### config.mk
export PLATFORM = sky130hd
export DESIGN_NAME = dcsv_status_view
export DESIGN_NICKNAME = d
export VERILOG_FILES = /design/src/dcsv_status_view.v /design/src/dcsv_channel_flags.v
export VERILOG_INCLUDE_DIRS = /design/src /design/src/src
export SDC_FILE = /design/constraint.sdc
export NUM_CORES = 1
export LEC_CHECK = 0
export ABC_AREA = 1
export ABC_CLOCK_PERIOD_IN_PS = 1500
export BUFFER_PORTS_ARGS = -buffer_cell sky130_fd_sc_hd__buf_2
export CAP_MARGIN = 10
export CORE_MARGIN = 1.5
export CORE_UTILIZATION = 40
export DETAILED_ROUTE_END_ITERATION = 10
export HOLD_SLACK_MARGIN = 0.03
export PLACE_DENSITY = 0.77
export SYNTH_ARGS = -nofsm -noshare
export SYNTH_HDL_FRONTEND = slang
export SYNTH_HIERARCHICAL = 1
export SYNTH_SLANG_ARGS = --single-unit
export TNS_END_PERCENT = 30
### constraint.sdc
create_clock -name core_clk -period 1.5 [get_ports core_clk]
set_clock_uncertainty 0.15 [all_clocks]
set_input_delay 0.225 -clock core_clk [delete_from_list [all_inputs] [get_ports core_clk]]
set_output_delay 0.225 -clock core_clk [all_outputs]
set_load 0.005 [all_outputs]
### src/dcsv_map.vh
// Register offsets, field positions and reset values of the channel status view.
`ifndef DCSV_MAP_VH
`define DCSV_MAP_VH
// ==========================================================================
// Register byte offsets
`define DCSV_RAW_DONE_OFS     12'h000
`define DCSV_RAW_ERR_OFS      12'h004
`define DCSV_CH_ACTIVE_OFS    12'h008
`define DCSV_IRQ_STATUS_OFS   12'h00c
`define DCSV_IRQ_MASK_OFS     12'h010
// ==========================================================================
// Field positions
`define DCSV_CH0_BIT          0
`define DCSV_CH1_BIT          1
`define DCSV_IRQ_DONE_LSB     0
`define DCSV_IRQ_ERR_LSB      2
`define DCSV_IRQ_IDLE_LSB     4
`define DCSV_IRQ_WIDTH        6
// ==========================================================================
// Reset values
`define DCSV_FLAGS_RST        2'h0
`define DCSV_IRQ_RST          6'h00
`define DCSV_RDATA_RST        32'h0000_0000
`endif

### src/dcsv_status_view.v
// Top of the two-channel status view with its bus slave and interrupt.
// Overview of operation
// - Raw transfer-done flag per channel, bits 0-1.
// - Raw error flag per channel, bits 0-1.
// - Enable status bit per channel, bits 0-1.
// - Enable bit clears when transfer count reaches zero.
`include "dcsv_map.vh"
module dcsv_status_view (
    input  wire        core_clk,
    input  wire        rst_b,
    input  wire        hsel,
    input  wire [31:0] haddr,
    input  wire [1:0]  htrans,
    input  wire        hwrite,
    input  wire [2:0]  hsize,
    input  wire [31:0] hwdata,
    input  wire        hready,
    output reg  [31:0] hrdata,
    output reg         hreadyout,
    output reg         hresp,
    input  wire [1:0]  doneEvent,
    input  wire [1:0]  doneClear,
    input  wire [1:0]  errorEvent,
    input  wire [1:0]  errorClear,
    input  wire [1:0]  enableSet,
    input  wire [1:0]  countZero,
    output reg         irq
);
    // ======================================================================
    // Channel flags
    wire [1:0] rawDone;
    wire [1:0] rawError;
    wire [1:0] active;
    wire [1:0] idlePulse;

    dcsv_channel_flags uCh0 (
        .core_clk   (core_clk),
        .rst_b      (rst_b),
        .doneEvent  (doneEvent[`DCSV_CH0_BIT]),
        .doneClear  (doneClear[`DCSV_CH0_BIT]),
        .errorEvent (errorEvent[`DCSV_CH0_BIT]),
        .errorClear (errorClear[`DCSV_CH0_BIT]),
        .enableSet  (enableSet[`DCSV_CH0_BIT]),
        .countZero  (countZero[`DCSV_CH0_BIT]),
        .rawDone    (rawDone[`DCSV_CH0_BIT]),
        .rawError   (rawError[`DCSV_CH0_BIT]),
        .active     (active[`DCSV_CH0_BIT]),
        .idlePulse  (idlePulse[`DCSV_CH0_BIT])
    );

    dcsv_channel_flags uCh1 (
        .core_clk   (core_clk),
        .rst_b      (rst_b),
        .doneEvent  (doneEvent[`DCSV_CH1_BIT]),
        .doneClear  (doneClear[`DCSV_CH1_BIT]),
        .errorEvent (errorEvent[`DCSV_CH1_BIT]),
        .errorClear (errorClear[`DCSV_CH1_BIT]),
        .enableSet  (enableSet[`DCSV_CH1_BIT]),
        .countZero  (countZero[`DCSV_CH1_BIT]),
        .rawDone    (rawDone[`DCSV_CH1_BIT]),
        .rawError   (rawError[`DCSV_CH1_BIT]),
        .active     (active[`DCSV_CH1_BIT]),
        .idlePulse  (idlePulse[`DCSV_CH1_BIT])
    );

    // ======================================================================
    // Address phase capture
    reg        dataPhase;
    reg        dataWrite;
    reg [11:0] dataAddr;
    wire       addrValid = hsel & htrans[1] & hready;

    function hitOffset;
        input [11:0] addr;
        input [11:0] ofs;
        begin
            hitOffset = (addr == ofs);
        end
    endfunction

    always @(posedge core_clk or negedge rst_b) begin
        if (!rst_b) begin
            dataPhase <= 1'b0;
            dataWrite <= 1'b0;
            dataAddr  <= 12'h000;
        end else if (hready) begin
            dataPhase <= addrValid;
            dataWrite <= hwrite;
            dataAddr  <= haddr[11:0];
        end
    end

    // ======================================================================
    // Interrupt status and mask
    // Events are latched here rather than reading the raw flags, so that a
    // short-lived raw request is still seen by the interrupt line.
    reg  [5:0] irqStatus;
    reg  [5:0] irqMask;
    wire [5:0] irqEvents = {idlePulse, errorEvent, doneEvent};
    wire       wrStatus  = dataPhase & dataWrite & hitOffset(dataAddr, `DCSV_IRQ_STATUS_OFS);
    wire       wrMask    = dataPhase & dataWrite & hitOffset(dataAddr, `DCSV_IRQ_MASK_OFS);
    wire [5:0] next_irqStatus = irqEvents |
                                (irqStatus & ~(wrStatus ? hwdata[5:0] : 6'h00));

    always @(posedge core_clk or negedge rst_b) begin
        if (!rst_b) begin
            irqStatus <= `DCSV_IRQ_RST;
            irqMask   <= `DCSV_IRQ_RST;
            irq       <= 1'b0;
        end else begin
            irqStatus <= next_irqStatus;
            if (wrMask)
                irqMask <= hwdata[5:0];
            irq <= |(next_irqStatus & (wrMask ? hwdata[5:0] : irqMask));
        end
    end

    // ======================================================================
    // Read data; writes to the three status registers have no effect.
    function [31:0] padFlags;
        input [1:0] flags;
        begin
            padFlags = {30'h0000_0000, flags};
        end
    endfunction

    reg [31:0] next_hrdata;
    always @* begin
        if (!addrValid || hwrite)
            next_hrdata = `DCSV_RDATA_RST;
        else if (hitOffset(haddr[11:0], `DCSV_RAW_DONE_OFS))
            next_hrdata = padFlags(rawDone);
        else if (hitOffset(haddr[11:0], `DCSV_RAW_ERR_OFS))
            next_hrdata = padFlags(rawError);
        else if (hitOffset(haddr[11:0], `DCSV_CH_ACTIVE_OFS))
            next_hrdata = padFlags(active);
        else if (hitOffset(haddr[11:0], `DCSV_IRQ_STATUS_OFS))
            next_hrdata = {26'h000_0000, irqStatus};
        else if (hitOffset(haddr[11:0], `DCSV_IRQ_MASK_OFS))
            next_hrdata = {26'h000_0000, irqMask};
        else
            next_hrdata = `DCSV_RDATA_RST;
    end

    always @(posedge core_clk or negedge rst_b) begin
        if (!rst_b) begin
            hrdata    <= `DCSV_RDATA_RST;
            hreadyout <= 1'b1;
            hresp     <= 1'b0;
        end else begin
            hreadyout <= 1'b1;
            hresp     <= 1'b0;
            if (hready)
                hrdata <= next_hrdata;
        end
    end
endmodule // dcsv_status_view

### src/dcsv_channel_flags.v
// Per-channel raw request and enable flags of the channel status view.
`include "dcsv_map.vh"
module dcsv_channel_flags (
    input  wire       core_clk,
    input  wire       rst_b,
    input  wire       doneEvent,
    input  wire       doneClear,
    input  wire       errorEvent,
    input  wire       errorClear,
    input  wire       enableSet,
    input  wire       countZero,
    output reg        rawDone,
    output reg        rawError,
    output reg        active,
    output wire       idlePulse
);
    // ======================================================================
    // Flags
    // Set wins over clear for the done and error flags so a request arriving with its clear is kept.
    always @(posedge core_clk or negedge rst_b) begin
        if (!rst_b) begin
            rawDone  <= 1'b0;
            rawError <= 1'b0;
            active   <= 1'b0;
        end else begin
            if (doneEvent)
                rawDone <= 1'b1;
            else if (doneClear)
                rawDone <= 1'b0;
            if (errorEvent)
                rawError <= 1'b1;
            else if (errorClear)
                rawError <= 1'b0;
            // A zero count wins over a new enable.
            // A channel with nothing left to move reads as disabled from the next edge on.
            if (countZero)
                active <= 1'b0;
            else if (enableSet)
                active <= 1'b1;
        end
    end

    assign idlePulse = active & countZero;
endmodule // dcsv_channel_flags

### After elaboration in Yosys (flattened, before gate mapping)

Cells that the tools add are included.

| word-level totals | value |
|---|---|
| register bits after elaboration | 65 |
| word-level logic and storage cells | 60 |

| cells by class | value |
|---|---|
| eq/ne operators | 6 |
| muxes and demuxes | 20 |
| bitwise logic cells | 11 |
| reductions and logical operators | 10 |

Operators by type and width:

| operator | count |
|---|---|
| $mux 6 | 8 |
| $eq 12x4->1 const B | 3 |
| $eq 12x5->1 const B | 2 |
| $and 6x6->6 | 2 |
| $eq 12x3->1 const B | 1 |
| $logic_not 12->1 | 1 |
| $mux 1 | 12 |
| $reduce_bool 2->1 | 6 |
| $and 1x1->1 | 7 |
| $not 6->6 | 1 |
| $or 6x6->6 | 1 |
| $reduce_or 6->1 | 1 |
| $logic_not 1->1 | 1 |
| $logic_or 1x1->1 | 1 |

### Depth between registers and ports, before layout

| logic depth | value |
|---|---|
| word-level depth | 8 |
| gate-level depth with buffers | 11 |
| depth with buffers taken out | 11 |

### Cells and area by module

Netlist, hierarchy kept.

Modules (own cells, without submodules):

| module | instances | cells each | area an instance (sq um) |
|---|---|---|---|
| dcsv_status_view | 1 | 253 | 1899.3 |
| dcsv_channel_flags | 2 | 15 | 120.1 |

### Worst setup path before layout

OpenSTA, ideal clock, no wires.

| path | value |
|---|---|
| path kind | reg-to-reg |
| start point | reg dataAddr[11] |
| end point | reg irq |
| setup time | 0.119 ns |
| arrival time | 1.176 ns |
| slack | 0.055 ns |
| cell stages (with the launch flop) | 11 |
| period minus slack after synthesis | 1.445 ns |
| path through | dfrtp_1 nor2_1 nand2_2 nor2_4 nand2_2 nand2_1 nand2_2 nand2_1 nand2_1 nor2_1 nand2_1 |

| on the way | value |
|---|---|
| cells in the longest elaborated chain, start to end | 8 |

RTL lines:

| item | line | RTL |
|---|---|---|
| from (decl) | dcsv_status_view.v:70 | `reg [11:0] dataAddr;` |
| from (signal assigned) | dcsv_status_view.v:89 | `dataAddr <= haddr[11:0];` |
| $eq 12x4->1 | dcsv_status_view.v:77 | `hitOffset = (addr == ofs);` |
| $and 1x1->1 | dcsv_status_view.v:100 | `` wire wrStatus = dataPhase & dataWrite & hitOffset(dataAddr, `DCSV_IRQ_STATUS_OFS); `` |
| $mux 6 | dcsv_status_view.v:103 | `(irqStatus & ~(wrStatus ? hwdata[5:0] : 6'h00));` |
| $not 6->6 | dcsv_status_view.v:103 |  |
| $and 6x6->6 | dcsv_status_view.v:103 |  |
| $or 6x6->6 | dcsv_status_view.v:102 | `wire [5:0] next_irqStatus = irqEvents \|` |
| $and 6x6->6 * | dcsv_status_view.v:114 | `irq <= \|(next_irqStatus & (wrMask ? hwdata[5:0] : irqMask));` |
| $reduce_or 6->1 * | dcsv_status_view.v:114 |  |
| to (signal assigned) | dcsv_status_view.v:114 |  |
| to (decl) | dcsv_status_view.v:27 | `output reg irq` |

Mark *: on every way between the ends. The rest lies on a longest branch, timed or not.
A chain may end at the register's enable or synchronous reset.

### Worst setup path in the final report

| path | value |
|---|---|
| start point | reg dataAddr[0] |
| end point | reg irq |

| on the way | value |
|---|---|
| cells in the longest elaborated chain, start to end | 8 |

RTL lines:

| item | line |
|---|---|
| $eq 12x4->1 | dcsv_status_view.v:77 |
| $and 1x1->1 | dcsv_status_view.v:100 |
| $mux 6 | dcsv_status_view.v:103 |
| $not 6->6 | dcsv_status_view.v:103 |
| $and 6x6->6 | dcsv_status_view.v:103 |
| $or 6x6->6 | dcsv_status_view.v:102 |
| net next_irqStatus[3] | dcsv_status_view.v:102 |
| $and 6x6->6 | dcsv_status_view.v:114 |
| $reduce_or 6->1 | dcsv_status_view.v:114 |

The timed path passes the listed nets, and every way through them passes these cells.

==> impl_results.md <==
- Outcome: complete, but fails checks
- Failing checks: setup timing
- Area occupied by multi-input gates: ~890 um^2
- Max-Cap Viols: 0
- Synth Cell Area: 2140 um^2
- Part of the power in the clock network: 39.3%
- Delay of the slowest cell on the worst path: 0.39 ns
- Effective utilization at floorplan: 41.63%
- Routed vias: 1,853
- Final hold vios: 0
- Largest net degree at the start of global routing: 40
- Clk sinks: 39
- Number of slew-limit violations in the final report: 0
- Number of iterations in the first detailed-routing pass: 4
- Layout cell share with drive strength beyond 1: a little under a quarter
- Sequential cell area: slightly below 1000 um^2
- Root cell of the clock tree: sky130_fd_sc_hd__clkbuf_8
- Setup repair after global routing missed its margin: yes
- Detailed Route WL: 4554 um
- Gate power share: 12.1%
- Worst supply voltage drop on vdd: ~0.0005 V
- Number of antenna cells inserted: 0
- Hold Slack: ~0.036 ns
- Count of boundary I/O pins: 121
- Synth unique cells: 23
- Clock-pin slew on the worst setup and hold paths: 0.08 ns
- Kind of launch point of the worst setup path: register
- Port buffer count: 42
- Die ar.: 5797 um^2
- Core area: 5140 um^2
- Maximum root-to-sink buffer count: 2
- Commonest non-fill, non-tap cell in the layout: sky130_fd_sc_hd__nand2_1
- Std cell rows: 26
- Leakage power summed over all cells: 1.609 nW
- Cell at the slowest stage of the critical path: sky130_fd_sc_hd__dfrtp_1
- Clk_lat worst skew: 0.30 ns
- Critical path data required time: 1.54 ns
- Height of the die: 76.14 um
- Total number of nets in the final design: 451
- Maximum level of the CTS H-tree: 2
- Upper clock frequency limit: just over 600 MHz
- Worst Path Max Fanout: 5
- Remaining DRCs: 0
- Register area share after synthesis: 45.61%
- Synthesis-to-layout area growth: 30.00%
- Count of fill cells added during filler insertion: 505
- Global placement routability congestion: 0.7768
- Placed wire-length estimate: 3388 um
- Internal power consumption: 0.001763 W
- Clock period minus final worst setup slack: 1.635 ns
- Final critical-path share of the clock period: 109.0%
- Net switching power figure: 0.0005550 W
- Most used cell along the critical path: sky130_fd_sc_hd__nand2_1
- First-pass GRT wire length: 7803 um
- Initial antenna violation count: 0
- Non-filler cells, final: about 440
- Crit path capture type: register
- Minimum setup slack in the final design: -0.1350 ns
- First DRT Iteration DRCs: 94
- Number of instances in the synthesized netlist: 283
- Avg Cell Area, Syn: 7.560 um^2
- Worst path top cell family by delay: simple AND/OR/NAND/NOR gates
- CTS tree: yes
- Post-detailed-route wirelength per cell: 10.44 um
- Part of the total power dissipated in sequential elements: between 40% and 50%
- Critical path cell sequence: nor2_2 > nand2_2 > nor2_4 > buf_4 > nand3_1 > nand2_1 > nand2_1 > nand2_1 > nand2_1 > nor2_1 > nand2_1
- Buf/Inv on CP: 1
- Number of routed nets with antenna violations: 0
- Path category of the worst min-delay check: in2reg
- Remaining global-route overflow: 0
- Switching share of power: 23.95%
- Total power consumption of the routed design: 0.002318 W
- Setup-failing EPs final: 1
- Number of buffers created by CTS: 5
- Yosys reg bits: 39
- Worst EP arrival: 1.68 ns
- GRT Util Overall: 16.91%
- Die boundary width: 76.14 um
- Via count of the first global-routing pass: around 1,900
- Power per cell area: between 800 and 900 nW/um^2
- Commonest non-fill, non-tap cells in the layout: 96 x sky130_fd_sc_hd__nand2_1, 42 x sky130_fd_sc_hd__buf_2, 39 x sky130_fd_sc_hd__dfrtp_1, 38 x sky130_fd_sc_hd__inv_1, 28 x sky130_fd_sc_hd__conb_1
- Yosys warns: 6
- Cell Count Post-Placement: 407
- Mean number of vias per cell: 4.250
- Path type of the worst setup path: reg2reg
[Yosys cell counts, drive strengths merged]
master	count	area (um^2)
dfrtp	39	975.9
nand4	2	12.51
conb	2	7.510
nand3b	2	15.01
nand3	20	110.1
nor2	22	117.6
inv	38	142.6
clkbuf	2	7.510
or2	2	12.51
buf	30	226.5
nand2	102	392.9
o21ai	14	70.07
a21oi	2	10.01
o211ai	2	15.01
nor3	3	20.02
clkinv	1	3.750
[final timing paths]
check / startpoint / end / slack (ns) / cells after the start
hold reg to reg: dataAddr[8] / dataAddr[8] / 0.33 / 2
setup reg to reg: dataAddr[0] / irq / -0.13 / 11
setup / recovery: dataAddr[0] / irq / -0.13 / 11
max in group asynchronous: rst_b / irqStatus[3] / 0.49 / 3
min in group asynchronous: rst_b / dataAddr[9] / 0.36 / 3
hold / removal: htrans[1] / dataPhase / 0.04 / 3
[worst register-to-register path, cell delays in order, from the launching register on]
cell                      delay [ns]
sky130_fd_sc_hd__dfrtp_1        0.39
sky130_fd_sc_hd__nor2_2         0.14
sky130_fd_sc_hd__nand2_2        0.08
sky130_fd_sc_hd__nor2_4         0.18
sky130_fd_sc_hd__buf_4          0.15
sky130_fd_sc_hd__nand3_1        0.06
sky130_fd_sc_hd__nand2_1        0.06
sky130_fd_sc_hd__nand2_1        0.06
sky130_fd_sc_hd__nand2_1        0.06
sky130_fd_sc_hd__nand2_1        0.05
sky130_fd_sc_hd__nor2_1         0.09
sky130_fd_sc_hd__nand2_1        0.06
[through the flow]
stage          setup slack, ns  TNS, ns  utilization [%]  area (um^2)
6_report               -0.1350  -0.1350            54.11         2781
5_1_grt                -0.3058  -0.4884            54.11         2781
4_1_cts                -0.1814  -0.2625            53.63         2756
3_5_place_dp           -0.2032  -0.3597            47.40         2436
3_3_place_gp           -0.1411  -0.1843            47.40         2436
2_1_floorplan          0.05515        0                -         2237
[per-layer routing]
metal	GRT usage, %	wire length (um)	part of all wire [%]
met1	20.73	2102	46
met2	29.10	2183	48
met3	4.311	212	4.7
met4	5.556	55	1.2
met5	0	0	0
[cell families after synthesis]
kind of cell	Yosys count	share of synthesized area [%]
other	2	0.3510
AO/OA/AOI/OAI	18	4.444
flip-flops	39	45.61
buffers and inverters	71	17.78
AND/OR/NAND/NOR	153	31.81
[timing repair]
action	in CTS	in global routing
cloned	0	0
hold buffers	19	0
setup endpoints to repair	3	10
pin swaps	4	1
gates resized for setup	4	4
endpoints found under the hold margin	55	0
setup buffers	0	2
[area by class of cell]
type	instances	area share [%]
Sequential cell	39	35.09
Multi-Input combinational cell	199	32.03
Timing Repair Buffer	81	20.24
Inverter	39	5.263
Tap cell	70	3.149
Clock buffer	6	2.969
Clock inverter	2	1.260
[power by group through the flow]
| stage | Sequential [W] | Clock [W] | Combinational [W] |
|---|---|---|---|
| after floorplan | 0.00114 | 0 | 0.000171 |
| after global routing | 0.00113 | 0.000973 | 0.000320 |
| after global placement | 0.00114 | 0 | 0.000224 |
| final | 0.00113 | 0.000910 | 0.000279 |
| after detailed placement | 0.00115 | 0 | 0.000230 |
| after CTS | 0.00113 | 0.000939 | 0.000275 |
[registers in the layout, indices dropped and copies added (netlist names)]
signal,cells
irqStatus,6
irqMask,6
dataAddr,12
uCh0/active,1
uCh1/rawDone,1
irq,1
uCh1/rawError,1
dataPhase,1
uCh0/rawDone,1
hrdata,6
uCh0/rawError,1
dataWrite,1
uCh1/active,1
Note: power is estimated with default switching activity, not from simulation.
